<file path="config.mk">
export PLATFORM = sky130hd
export DESIGN_NAME = scpr_top
export DESIGN_NICKNAME = d
export VERILOG_FILES = /design/src/core/scpr_pkg.sv /design/src/core/scpr_jtag_if.sv /design/src/core/scpr_tap.sv /design/src/core/scpr_top.sv
export VERILOG_INCLUDE_DIRS = /design/src /design/src/core
export SDC_FILE = /design/constraint.sdc
export NUM_CORES = 2
export LEC_CHECK = 0
export ABC_AREA = 1
export BUFFER_PORTS_ARGS = -buffer_cell sky130_fd_sc_hd__buf_4
export CAP_MARGIN = 20
export CELL_PAD_IN_SITES_DETAIL_PLACEMENT = 1
export CELL_PAD_IN_SITES_GLOBAL_PLACEMENT = 2
export CORE_ASPECT_RATIO = 0.7
export CORE_MARGIN = 1.5
export CORE_UTILIZATION = 38
export DETAILED_ROUTE_END_ITERATION = 10
export PLACE_DENSITY = 0.81
export SYNTH_ARGS = -nofsm -noshare
export SYNTH_HDL_FRONTEND = slang
export SYNTH_SLANG_ARGS = --single-unit
</file>
<file path="constraint.sdc">
create_clock -name core_clk -period 1.8 [get_ports core_clk]
set_input_delay 0.09 -clock core_clk [delete_from_list [all_inputs] [get_ports core_clk]]
set_output_delay 0.09 -clock core_clk [all_outputs]
set_load 0.02 [all_outputs]
</file>
<file path="src/core/scpr_defs.svh">
// constants for the serial configuration memory readout block
// Function
// - count config clock rises when selected, enabled, released
// - low reset pin resets counter to zero, floats data
// - reset pin open-drain, pulled low during internal reset
// - chip enable high: standby, counter reset, float
// - load trigger instruction pulses config output low
// - cascade output low only past terminal count
// - cascade output high on reset low or disable
// - programming mode floats serial data output
// - test mode select sampled on test clock rise
// - test data in shifts into selected register
// - selected register shifts out on test data out
`ifndef SCPR_DEFS_SVH
`define SCPR_DEFS_SVH
// ***********************
// sizes
// ***********************
`define SCPR_DEPTH 1024
`define SCPR_IR_W 8
`define SCPR_ID_W 32
// ***********************
// instruction codes
// ***********************
`define SCPR_IR_CAPTURE 8'h01
`define SCPR_OP_BYPASS 8'hFF
`define SCPR_OP_IDCODE 8'hFE
`define SCPR_OP_LOAD_TRIG 8'hEE
`define SCPR_OP_ISP_ENTER 8'hE8
`define SCPR_OP_ISP_WRITE 8'hEA
`define SCPR_OP_ISP_LEAVE 8'hF0
// arbitrary identification value
`define SCPR_IDCODE_VAL 32'h0A5A_5001
// ***********************
// timing
// ***********************
`define SCPR_CLK_NS 40
`define SCPR_CFG_PULSE_NS 1000
`define SCPR_INT_RST_NS 2000
`define SCPR_CFG_PULSE_CYC ((`SCPR_CFG_PULSE_NS + `SCPR_CLK_NS - 1) / `SCPR_CLK_NS)
`define SCPR_INT_RST_CYC ((`SCPR_INT_RST_NS + `SCPR_CLK_NS - 1) / `SCPR_CLK_NS)
`define SCPR_TIMER_W 8
`endif

</file>
<file path="src/core/scpr_pkg.sv">
// types of the serial configuration memory readout block
`include "scpr_defs.svh"
package scpr_pkg;
  typedef logic [`SCPR_IR_W-1:0] scpr_ir_t;
  typedef enum logic [3:0] {
    TAP_RESET, TAP_IDLE, TAP_SEL_DR, TAP_CAP_DR, TAP_SH_DR, TAP_EX1_DR, TAP_PAU_DR,
    TAP_EX2_DR, TAP_UPD_DR, TAP_SEL_IR, TAP_CAP_IR, TAP_SH_IR, TAP_EX1_IR, TAP_PAU_IR,
    TAP_EX2_IR, TAP_UPD_IR
  } scpr_tap_state_t;
endpackage : scpr_pkg

</file>
<file path="src/core/scpr_jtag_if.sv">
// events passed from the test access port to the readout core
`timescale 1ns/1ps
interface scpr_jtag_if;
  import scpr_pkg::*;
  scpr_ir_t instr;
  logic update_ir;
  logic shift_dr;
  logic tdi;
  logic tap_reset;
  modport tap (output instr, output update_ir, output shift_dr, output tdi,
    output tap_reset);
  modport core (input instr, input update_ir, input shift_dr, input tdi, input tap_reset);
endinterface : scpr_jtag_if

</file>
<file path="src/core/scpr_tap.sv">
// test access port: state machine, instruction, bypass and id registers
`timescale 1ns/1ps
`include "scpr_defs.svh"
module scpr_tap #(
  parameter logic [`SCPR_ID_W-1:0] IDCODE = `SCPR_IDCODE_VAL
) (
  // clock and reset
  input wire logic core_clk,
  input wire logic srst,
  // test pins
  input wire logic tck,
  input wire logic tms,
  input wire logic tdi,
  output logic tdo,
  output logic tdo_oe,
  // to core
  scpr_jtag_if.tap jt
);
  import scpr_pkg::*;

  scpr_tap_state_t st_r, st_nxt;
  logic tck_prev_r;
  logic tck_rise, tck_fall;
  scpr_ir_t ir_r, ir_sh_r;
  logic [`SCPR_ID_W-1:0] dr_sh_r;
  logic tdo_r;
  logic shift_bit;
  logic upd_ir_r;

  assign tck_rise = tck & ~tck_prev_r;
  assign tck_fall = ~tck & tck_prev_r;

  always_ff @(posedge core_clk) begin
    if (srst) begin
      tck_prev_r <= 1'b0;
    end else begin
      tck_prev_r <= tck;
    end
  end

  // ***********************
  // state machine
  // ***********************
  always_comb begin
    st_nxt = st_r;
    unique case (st_r)
      TAP_RESET: st_nxt = tms ? TAP_RESET : TAP_IDLE;
      TAP_IDLE: st_nxt = tms ? TAP_SEL_DR : TAP_IDLE;
      TAP_SEL_DR: st_nxt = tms ? TAP_SEL_IR : TAP_CAP_DR;
      TAP_CAP_DR: st_nxt = tms ? TAP_EX1_DR : TAP_SH_DR;
      TAP_SH_DR: st_nxt = tms ? TAP_EX1_DR : TAP_SH_DR;
      TAP_EX1_DR: st_nxt = tms ? TAP_UPD_DR : TAP_PAU_DR;
      TAP_PAU_DR: st_nxt = tms ? TAP_EX2_DR : TAP_PAU_DR;
      TAP_EX2_DR: st_nxt = tms ? TAP_UPD_DR : TAP_SH_DR;
      TAP_UPD_DR: st_nxt = tms ? TAP_SEL_DR : TAP_IDLE;
      TAP_SEL_IR: st_nxt = tms ? TAP_RESET : TAP_CAP_IR;
      TAP_CAP_IR: st_nxt = tms ? TAP_EX1_IR : TAP_SH_IR;
      TAP_SH_IR: st_nxt = tms ? TAP_EX1_IR : TAP_SH_IR;
      TAP_EX1_IR: st_nxt = tms ? TAP_UPD_IR : TAP_PAU_IR;
      TAP_PAU_IR: st_nxt = tms ? TAP_EX2_IR : TAP_PAU_IR;
      TAP_EX2_IR: st_nxt = tms ? TAP_UPD_IR : TAP_SH_IR;
      TAP_UPD_IR: st_nxt = tms ? TAP_SEL_DR : TAP_IDLE;
    endcase
  end

  always_ff @(posedge core_clk) begin
    if (srst) begin
      st_r <= TAP_RESET;
    end else if (tck_rise) begin
      st_r <= st_nxt;
    end
  end

  // ***********************
  // shift registers
  // ***********************
  always_ff @(posedge core_clk) begin
    if (srst) begin
      ir_sh_r <= '0;
      ir_r <= `SCPR_OP_IDCODE;
      dr_sh_r <= '0;
    end else if (tck_rise) begin
      unique case (st_r)
        TAP_RESET: ir_r <= `SCPR_OP_IDCODE;
        TAP_CAP_IR: ir_sh_r <= `SCPR_IR_CAPTURE;
        TAP_SH_IR: ir_sh_r <= {tdi, ir_sh_r[`SCPR_IR_W-1:1]};
        TAP_UPD_IR: ir_r <= ir_sh_r;
        TAP_CAP_DR: dr_sh_r <= (ir_r == `SCPR_OP_IDCODE) ? IDCODE : '0;
        TAP_SH_DR: begin
          if (ir_r == `SCPR_OP_IDCODE) begin
            dr_sh_r <= {tdi, dr_sh_r[`SCPR_ID_W-1:1]};
          end else begin
            dr_sh_r[0] <= tdi;
          end
        end
        default: ;
      endcase
    end
  end

  // ***********************
  // test data out, changes on falling test clock
  // ***********************
  assign shift_bit = (st_r == TAP_SH_IR) ? ir_sh_r[0] : dr_sh_r[0];

  always_ff @(posedge core_clk) begin
    if (srst) begin
      tdo_r <= 1'b0;
      tdo_oe <= 1'b0;
    end else if (tck_fall) begin
      tdo_r <= shift_bit;
      tdo_oe <= (st_r == TAP_SH_IR) || (st_r == TAP_SH_DR);
    end
  end

  // update strobe one cycle late, so the core decodes the new instruction
  always_ff @(posedge core_clk) begin
    if (srst) begin
      upd_ir_r <= 1'b0;
    end else begin
      upd_ir_r <= tck_rise && (st_r == TAP_UPD_IR);
    end
  end

  assign tdo = tdo_r;
  assign jt.instr = ir_r;
  assign jt.update_ir = upd_ir_r;
  assign jt.shift_dr = tck_rise && (st_r == TAP_SH_DR);
  assign jt.tdi = tdi;
  assign jt.tap_reset = (st_r == TAP_RESET);
endmodule : scpr_tap

</file>
<file path="src/core/scpr_top.sv">
// serial configuration memory readout: counter, data, cascade, reset and load pulse
`timescale 1ns/1ps
`include "scpr_defs.svh"
module scpr_top #(
  parameter int DEPTH = `SCPR_DEPTH,
  parameter int TC_LIMIT = `SCPR_DEPTH - 1,
  parameter logic [`SCPR_ID_W-1:0] IDCODE = `SCPR_IDCODE_VAL
) (
  // clock and reset
  input wire logic core_clk,
  input wire logic srst,
  // configuration side
  input wire logic config_clk,
  input wire logic config_clk_select,
  input wire logic chip_enable_n,
  input wire logic oe_reset_n_i,
  output logic oe_reset_n_o,
  output logic oe_reset_n_oe,
  output logic serial_data_out,
  output logic serial_data_out_oe,
  output logic cascade_enable_out_n,
  output logic config_pulse_n_o,
  output logic config_pulse_n_oe,
  // status
  output logic in_system_programming_active,
  // test pins
  input wire logic tck,
  input wire logic tms,
  input wire logic tdi,
  output logic tdo,
  output logic tdo_oe
);
  import scpr_pkg::*;

  localparam int AW = $clog2(DEPTH);
  localparam logic [AW:0] TC_VAL = TC_LIMIT[AW:0];
  localparam int PULSE_INT = `SCPR_CFG_PULSE_CYC;
  localparam int RST_INT = `SCPR_INT_RST_CYC;
  localparam logic [`SCPR_TIMER_W-1:0] PULSE_CYC = PULSE_INT[`SCPR_TIMER_W-1:0];
  localparam logic [`SCPR_TIMER_W-1:0] RST_CYC = RST_INT[`SCPR_TIMER_W-1:0];

  scpr_jtag_if jt ();

  logic mem [DEPTH];
  logic [AW:0] cnt_r;
  logic [AW-1:0] isp_addr_r;
  logic cfg_prev_r;
  logic cfg_rise;
  logic data_r;
  logic isp_r;
  logic [`SCPR_TIMER_W-1:0] rst_tmr_r;
  logic [`SCPR_TIMER_W-1:0] pulse_tmr_r;
  logic int_rst;
  logic active;
  logic past_tc;

  // ***********************
  // test access port
  // ***********************
  scpr_tap #(
    .IDCODE(IDCODE)
  ) u_tap (
    .core_clk(core_clk),
    .srst(srst),
    .tck(tck),
    .tms(tms),
    .tdi(tdi),
    .tdo(tdo),
    .tdo_oe(tdo_oe),
    .jt(jt.tap)
  );

  // ***********************
  // internal reset, drives reset pin low
  // ***********************
  always_ff @(posedge core_clk) begin
    if (srst) begin
      rst_tmr_r <= RST_CYC;
    end else if (rst_tmr_r != '0) begin
      rst_tmr_r <= rst_tmr_r - 1'b1;
    end
  end

  assign int_rst = (rst_tmr_r != '0);
  assign oe_reset_n_o = 1'b0;
  assign oe_reset_n_oe = int_rst;

  // ***********************
  // address counter
  // ***********************
  assign active = ~chip_enable_n & oe_reset_n_i & ~int_rst;
  assign cfg_rise = config_clk & ~cfg_prev_r;
  assign past_tc = (cnt_r > TC_VAL);

  always_ff @(posedge core_clk) begin
    if (srst) begin
      cfg_prev_r <= 1'b0;
    end else begin
      cfg_prev_r <= config_clk;
    end
  end

  always_ff @(posedge core_clk) begin
    if (srst || !active) begin
      cnt_r <= '0;
    end else if (cfg_rise && config_clk_select && !past_tc) begin
      cnt_r <= cnt_r + 1'b1;
    end
  end

  // ***********************
  // serial data
  // ***********************
  always_ff @(posedge core_clk) begin
    if (srst) begin
      data_r <= 1'b0;
    end else begin
      data_r <= past_tc ? 1'b1 : mem[cnt_r[AW-1:0]];
    end
  end

  assign serial_data_out = data_r;
  assign serial_data_out_oe = active & ~isp_r;

  // ***********************
  // cascade enable
  // ***********************
  assign cascade_enable_out_n = ~(~chip_enable_n & oe_reset_n_i & past_tc);

  // ***********************
  // programming through the test port
  // ***********************
  always_ff @(posedge core_clk) begin
    if (srst || jt.tap_reset) begin
      isp_r <= 1'b0;
    end else if (jt.update_ir && jt.instr == `SCPR_OP_ISP_ENTER) begin
      isp_r <= 1'b1;
    end else if (jt.update_ir && jt.instr == `SCPR_OP_ISP_LEAVE) begin
      isp_r <= 1'b0;
    end
  end

  assign in_system_programming_active = isp_r;

  always_ff @(posedge core_clk) begin
    if (srst || (jt.update_ir && jt.instr == `SCPR_OP_ISP_WRITE)) begin
      isp_addr_r <= '0;
    end else if (isp_r && jt.shift_dr && jt.instr == `SCPR_OP_ISP_WRITE) begin
      isp_addr_r <= isp_addr_r + 1'b1;
    end
  end

  // storage array, written bit by bit while programming
  always_ff @(posedge core_clk) begin
    if (isp_r && jt.shift_dr && jt.instr == `SCPR_OP_ISP_WRITE) begin
      mem[isp_addr_r] <= jt.tdi;
    end
  end

  // ***********************
  // configuration pulse
  // ***********************
  always_ff @(posedge core_clk) begin
    if (srst) begin
      pulse_tmr_r <= '0;
    end else if (jt.update_ir && jt.instr == `SCPR_OP_LOAD_TRIG) begin
      pulse_tmr_r <= PULSE_CYC;
    end else if (pulse_tmr_r != '0) begin
      pulse_tmr_r <= pulse_tmr_r - 1'b1;
    end
  end

  assign config_pulse_n_o = 1'b0;
  assign config_pulse_n_oe = (pulse_tmr_r != '0);
endmodule : scpr_top

</file>
# Yosys cells after proc, flatten, opt, wreduce, memory -nomap -nowiden
# Memory sizes are Yosys's and may differ from the RTL's. A register that Yosys moved wholly into a read port is not among the register bits.
# Index checks and enable logic that the tools add are counted.
totals:
  ff_bits: 96
  mem_bits_rw: 1024
  input_bits: 9
  out_inout_bits: 10
  elab_cells: 119
  memories: 1
mem_list:
  columns: ["memory", "depth", "word_bits", "rd", "rd_ports_with_merged_regs", "write_ports", "line_no", "text"]
  rows:
  - ["mem", 1024, 1, 1, 1, 1, "scpr_top.sv:44", "logic mem [DEPTH];"]
classes:
  addsub: 4
  n_lt_le_gt_ge: 1
  n_eq_ne: 21
  muxes: 29
  bitwise_logic: 14
  reduce_logical: 32
op_table:
  columns: ["cell", "n"]
  rows:
  - ["case mux 32 bit (2 select lines)", 1]
  - ["case mux 4 bit (12 select lines)", 1]
  - ["equality test 8 bit (second input constant)", 5]
  - ["equality test 4 bit (second input constant)", 8]
  - ["case mux 8 bit (2 select lines)", 2]
  - ["two-way mux 31 bit", 1]
  - ["two-way mux 28 bit", 1]
  - ["two-way mux 10 bit", 2]
  - ["equality test 4 x 3 -> 1 bit (second input constant)", 4]
  - ["two-way mux 4 bit", 4]
  - ["nonzero test 8 bit", 2]
  - ["subtractor 8 x 1 -> 8 bit (second input constant)", 2]
  - ["adder 11 x 1 -> 11 bit (second input constant)", 1]
  - ["greater-than comparator 11 x 10 -> 1 bit (second input constant)", 1]
  - ["adder 10 x 1 -> 10 bit (second input constant)", 1]
  - ["logical AND 1 bit", 10]
  - ["two-way mux 1 bit", 10]
  - ["two-way mux 5 bit", 2]
  - ["nonzero test 2 bit", 5]
  - ["equality test 4 x 2 -> 1 bit (second input constant)", 2]
  - ["AND 1 bit", 7]
  - ["NOT 1 bit", 7]
  - ["two-way mux 2 bit", 3]
  - ["two-way mux 3 bit", 2]
  - ["9 further kinds", 17]

# Depth between registers and ports, before layout
depth:
  word_depth: 7
  depth_mapped: 18
  ltp_nobuf: 15

# By module
# From an unflattened synthesis, not the netlist that was laid out.
unflattened:
  cells_unflattened: 5234
  hier_area_um2: 51479.4
modules_own_cells:
  columns: ["module", "instances", "cells_each", "area_per_inst_um2", "seq_area_each_um2"]
  rows:
  - ["scpr_top", 1, 4894, 49032.0, 31750.5]
  - ["scpr_tap", 1, 340, 2447.3, 1121.1]

# Worst setup path before layout
# No wires, ideal clock.
synth_path:
  kind: "reg-to-reg"
  from: "reg u_tap.st_r[1]"
  to: "mem mem[123], enable pin"
  setup_time_ps: 300
  arrival_ps: 1564
  t_required_ps: 1500
  slack_ps: -63
  stages_incl_launch_ff: 11
  n_path_buf: 1
  period_less_slack_ps: 1863
  path_cell_list: "dfxtp_1 -> nor2_1 -> nand2_2 -> nor2_1 -> nand2_4 -> inv_2 -> nand2_2 -> clkinv_2 -> nand2_1 -> clkbuf_1 -> nor2_1"
synth_via:
  elab_chain_cells: 6
synth_lines:
  columns: ["item", "line_no", "text"]
  rows:
  - ["from (decl)", "scpr_tap.sv:21", "scpr_tap_state_t st_r, st_nxt;"]
  - ["from (signal assigned)", "scpr_tap.sv:70", "st_r <= st_nxt;"]
  - ["equality test 4 x 3 -> 1 bit", "scpr_tap.sv:128", "assign jt.shift_dr = tck_rise && (st_r == TAP_SH_DR);"]
  - ["logical AND 1 bit", "scpr_tap.sv:128", null]
  - ["logical AND 1 bit", "scpr_top.sv:155", "if (isp_r && jt.shift_dr && jt.instr == `SCPR_OP_ISP_WRITE) begin"]
  - ["logical AND 1 bit (no source line)", null, null]
  - ["two-way mux 1 bit", "scpr_top.sv:155", null]
  - ["two-way mux 1 bit (not written as such)", "scpr_top.sv:156", "mem[isp_addr_r] <= jt.tdi;"]
  - ["to (decl)", "scpr_top.sv:44", null]
# No other way between the ends.

# Worst setup path in the final report
layout_path:
  from: "reg u_tap.ir_r[7] (netlist: u_tap.jt.instr[7])"
  to: "reg isp_addr_r[7]"
layout_via:
  elab_chain_cells: 3
  word_cells_on_any_way: 4
  classes_between: "eq/ne: 1; reduce/logical: 3"
layout_lines:
  columns: ["item", "line_no", "text"]
  rows:
  - ["from (decl)", "scpr_tap.sv:24", "scpr_ir_t ir_r, ir_sh_r;"]
  - ["from (signal assigned)", "scpr_tap.sv:80", "ir_r <= `SCPR_OP_IDCODE;"]
  - ["from (signal assigned)", "scpr_tap.sv:84", "TAP_RESET: ir_r <= `SCPR_OP_IDCODE;"]
  - ["from (signal assigned)", "scpr_tap.sv:87", "TAP_UPD_IR: ir_r <= ir_sh_r;"]
  - ["equality test 8 bit (no source line) (*)", null, null]
  - ["logical AND 1 bit (no source line)", null, null]
  - ["logical OR 1 bit", "scpr_top.sv:146", "if (srst || (jt.update_ir && jt.instr == `SCPR_OP_ISP_WRITE)) begin"]
  - ["to (signal assigned)", "scpr_top.sv:149", "isp_addr_r <= isp_addr_r + 1'b1;"]
  - ["to (decl)", "scpr_top.sv:46", "logic [AW-1:0] isp_addr_r;"]
# Every way passes the cells marked *; elsewhere a longest branch is shown, timed or not.
# A chain may end at the register's enable or synchronous reset.

==> implementation parameters <==
Parameter                              Value

CTS
  TritonCTS buffer count ... approximately 110
  Number of clock sinks ... ~1100
  Root cell of the clock tree ... clkbuf_16
  H-tree depth reported by CTS ... 3
  Maximum root-to-sink buffer count ... 3
  CTS tree ... yes
  Clock slew at reported path FFs ... ~70 ps
  Clock latency on the worst-skew pair ... approximately 750 ps

Die
  Area of the die ... 135000 um^2
  Core area ... 131000 um^2
  Starting density of the core ... 38.5%
  Ports ... 19
  Die boundary width ... 439 um
  Die height ... 308 um
  Site Rows ... 111

Finish
  Area added between synthesis and finish ... 30.7%
  # nets final ... 5439
  Highest-count cells in the layout ignoring fill and taps ... nand2_1, edfxtp_1, nand3_1
  Number of antenna cells inserted ... 0
  FILL cells ... approximately 14000
  Share of layout cells above drive strength 1 ... 25.3%
  Utilization after layout ... 50.3%
  Leading cell type in the layout, fill and taps excluded ... nand2_1

Place
  Setup Slack @ Placement ... -906 ps
  Buffers added on ports ... 16
  Global placement routability congestion ... roughly 0.83
  Post-DP HPWL ... 106 mm

STA
  Time the final worst path needs with I/O delays and setup ... between 2000 and 3000 ps
  Final Hold Violating Endpoints ... 0
  Worst-margin pin slew ... around 620 ps
  Worst hold-check slack ... about 170 ps
  Worst setup skew after layout ... 32.9 ps
  Final worst setup slack ... -759 ps
  Fmax achieved ... 0.391 GHz
  Number of max-slew violations in the final report ... 0
  Slew headroom ... between 50% and 60%
  Sum of negative setup slack ... -641430 ps
  Post-route clock period utilization ... 142%
  Finish-stage setup viols ... 1066
  RSZ-0062 raised after global routing ... yes

Logic synthesis
  Count of unique library cells instantiated by Yosys ... between 40 and 50
  Flop and latch count out of synthesis ... 1130
  Sequential cell area fraction in the yosys report ... between 60% and 70%
  Cells after synthesis ... between 5000 and 6000
  Count of synthesis-stage warnings from yosys ... 0
  Mean instance size in the synthesized netlist ... 9.78 um^2
  Post-synthesis instance area ... 50500 um^2

Drt
  Total routed wire length on the met1 layer ... 85.1 mm
  Number of detailed-routing iterations run before antenna repair ... 5
  Top routing layer used ... met5
  Amount of wire on met3 after detailed routing ... 21.2 mm
  Final wirelength ... 203 mm
  Via/cell ratio ... around 5.8
  Number of remaining DRC errors ... 0
  DRT iter0 DRCs ... about 5600
  Detailed-route wire length per cell ... 27.9 um
  Met2 routed WL ... between 80 and 90 mm
  Antenna violation net count after detailed routing ... 0
  Via count ... 42260

Worst setup path
  Longest individual stage delay on the worst path ... 350 ps
  Critical path class ... register to register
  CP cell instances ... nand2_2 > inv_2 > nand3b_1 > nor4_4 > nand2_4 > buf_12 > buf_8 > nor4_4 > nand3_2 > nor2_2 > nand2_2 > nand2_1 > nor2_1
  Arrival time at the worst endpoint ... between 3000 and 4000 ps
  Nature of the critical path endpoint ... register
  Required time of the critical path ... 2440 ps
  Buffers & Inverters on Critical Path ... 3
  FF-to-FF setup slack ... -760 ps
  Gate family responsible for the most delay along the worst path ... simple AND/OR/NAND/NOR gates
  Largest fanout on the critical path ... 4
  Startpoint type of the worst setup path ... register
  Highest-delay cell along the critical path ... nor4_4

Global route
  Initial antenna violation count ... 8
  Vias in the first global route ... 41501
  Largest net degree at the start of global routing ... 136
  All-Layer GR Usage ... 28.4%
  Wire length of the first global-routing pass ... 283 mm
  Total global routing overflow ... 0

Power and ir drop
  Max rail drop VDD ... 0.774 mV
  Leak Pwr ... ~22 nW
  Power per unit of standard cell area ... 819 nW/um^2

Run status
  Run status ... complete, but fails checks
  Violations in the final reports ... setup timing

Run
  Max Cap Violations ... 0

Hold path
  Tightest Hold Check Type ... primary input to register
-- synthesized netlist by cell type (all sizes together) --
master / number / area (um^2)
nand4: 2 / 18.8
nor4: 3 / 63.8
inv: 94 / 360
o2111ai: 1 / 8.76
or2: 1 / 6.26
nand3: 1034 / 5180
and3: 1 / 6.26
dfxtp: 106 / 2120
xor2: 11 / 96.3
nor3: 22 / 131
o22ai: 6 / 37.5
a31oi: 3 / 18.8
a21oi: 45 / 225
a22oi: 24 / 180
nor3b: 1 / 7.51
clkinv: 2 / 8.75
ha: 7 / 87.6
a211oi: 4 / 35.0
o211ai: 4 / 30.0
clkbuf: 215 / 807
conb: 1 / 3.75
buf: 218 / 1430
o21ai: 40 / 200
nand3b: 4 / 30.0
o31ai: 3 / 22.5
xnor2: 2 / 17.5
nand2: 1167 / 4400
nor2: 1126 / 4260
edfxtp: 1024 / 30700
-- where the power goes --
part           internal (W)  switching (W)  leakage, nW
clock                0.0132         0.0106         1.76
combinational      0.000631       0.000946         10.6
sequential           0.0287      0.0000810         10.1
-- area by class of cell --
| type | instances | area [um^2] | area share [%] |
|---|---|---|---|
| Tap cell | 1751 | 2190 | 3.32 |
| Inverter | 96 | 444 | 0.673 |
| Multi-Input combinational cell | 3513 | 18600 | 28.2 |
| Timing Repair inverter | 9 | 191 | 0.290 |
| Clock buffer | 145 | 3040 | 4.60 |
| Clock inverter | 64 | 538 | 0.815 |
| Sequential cell | 1130 | 32900 | 49.8 |
| Timing Repair Buffer | 562 | 8090 | 12.3 |
-- metrics by stage --
| step | std cells | total power (W) | cell area [um^2] |
|---|---|---|---|
| after global routing | 7270 | 0.0554 | 66000 |
| after floorplan | 5172 | 0.0297 | 50800 |
| after CTS | 7238 | 0.0541 | 63900 |
| after detailed placement | 6906 | 0.0304 | 55700 |
| final | 7270 | 0.0541 | 66000 |
| after global placement | 6906 | 0.0304 | 55700 |
-- flip-flops by register name (all words and copies together) (netlist names), named ones only --
signal,count
isp_addr_r,10
u_tap.dr_sh_r,32
cnt_r,11
u_tap.tck_prev_r,1
u_tap.st_r,4
u_tap.ir_sh_r,8
rst_tmr_r,8
u_tap.jt.instr,8
pulse_tmr_r,8
serial_data_out,1
cfg_prev_r,1
mem,1024
u_tap.jt.update_ir,1
u_tap.tdo,1
u_tap.tdo_oe,1
in_system_programming_active,1
-- kinds of logic after synthesis --
kind of cell | share of synthesized area, %
simple gates | 27.9
other cells | 0.00742
xor+xnor | 0.225
buf+inv | 5.15
fa+ha+maj | 0.173
compound gates | 1.50
flops | 65.0
-- per-layer routing --
metal,vias up,GRT usage [%]
met5,-,0
met4,4,8.94
met3,399,5.11
met2,2149,42.6
met1,21650,41.5
li1,18058,-
-- timing repair --
action,4_1_cts,5_1_grt
setup endpoints to repair,1067,1105
cloned,48,22
endpoints found under the hold margin,264,0
gates resized for setup,638,435
pin swaps,82,75
hold buffers,8,0
buffers inserted,75,32
-- worst paths after layout --
check                                        from                 to  cells after the start
worst max-delay path            u_tap.jt.instr[7]      isp_addr_r[7]                     13
worst min-delay path                         srst       rst_tmr_r[1]                      4
worst max register to register  u_tap.jt.instr[7]      isp_addr_r[7]                     13
worst min register to register  u_tap.dr_sh_r[25]  u_tap.dr_sh_r[25]                      2
-- worst reg2reg max path, stage by stage, from the launching register on --
cell      delay, ps
dfxtp_2         330
nand2_2          50
inv_2            50
nand3b_1        160
nor4_4          340
nand2_4         180
buf_12          170
buf_8           120
nor4_4          350
nand3_2         240
nor2_2          230
nand2_2          90
nand2_1          90
nor2_1           60
No activity file was read; power rests on OpenSTA's default activity.
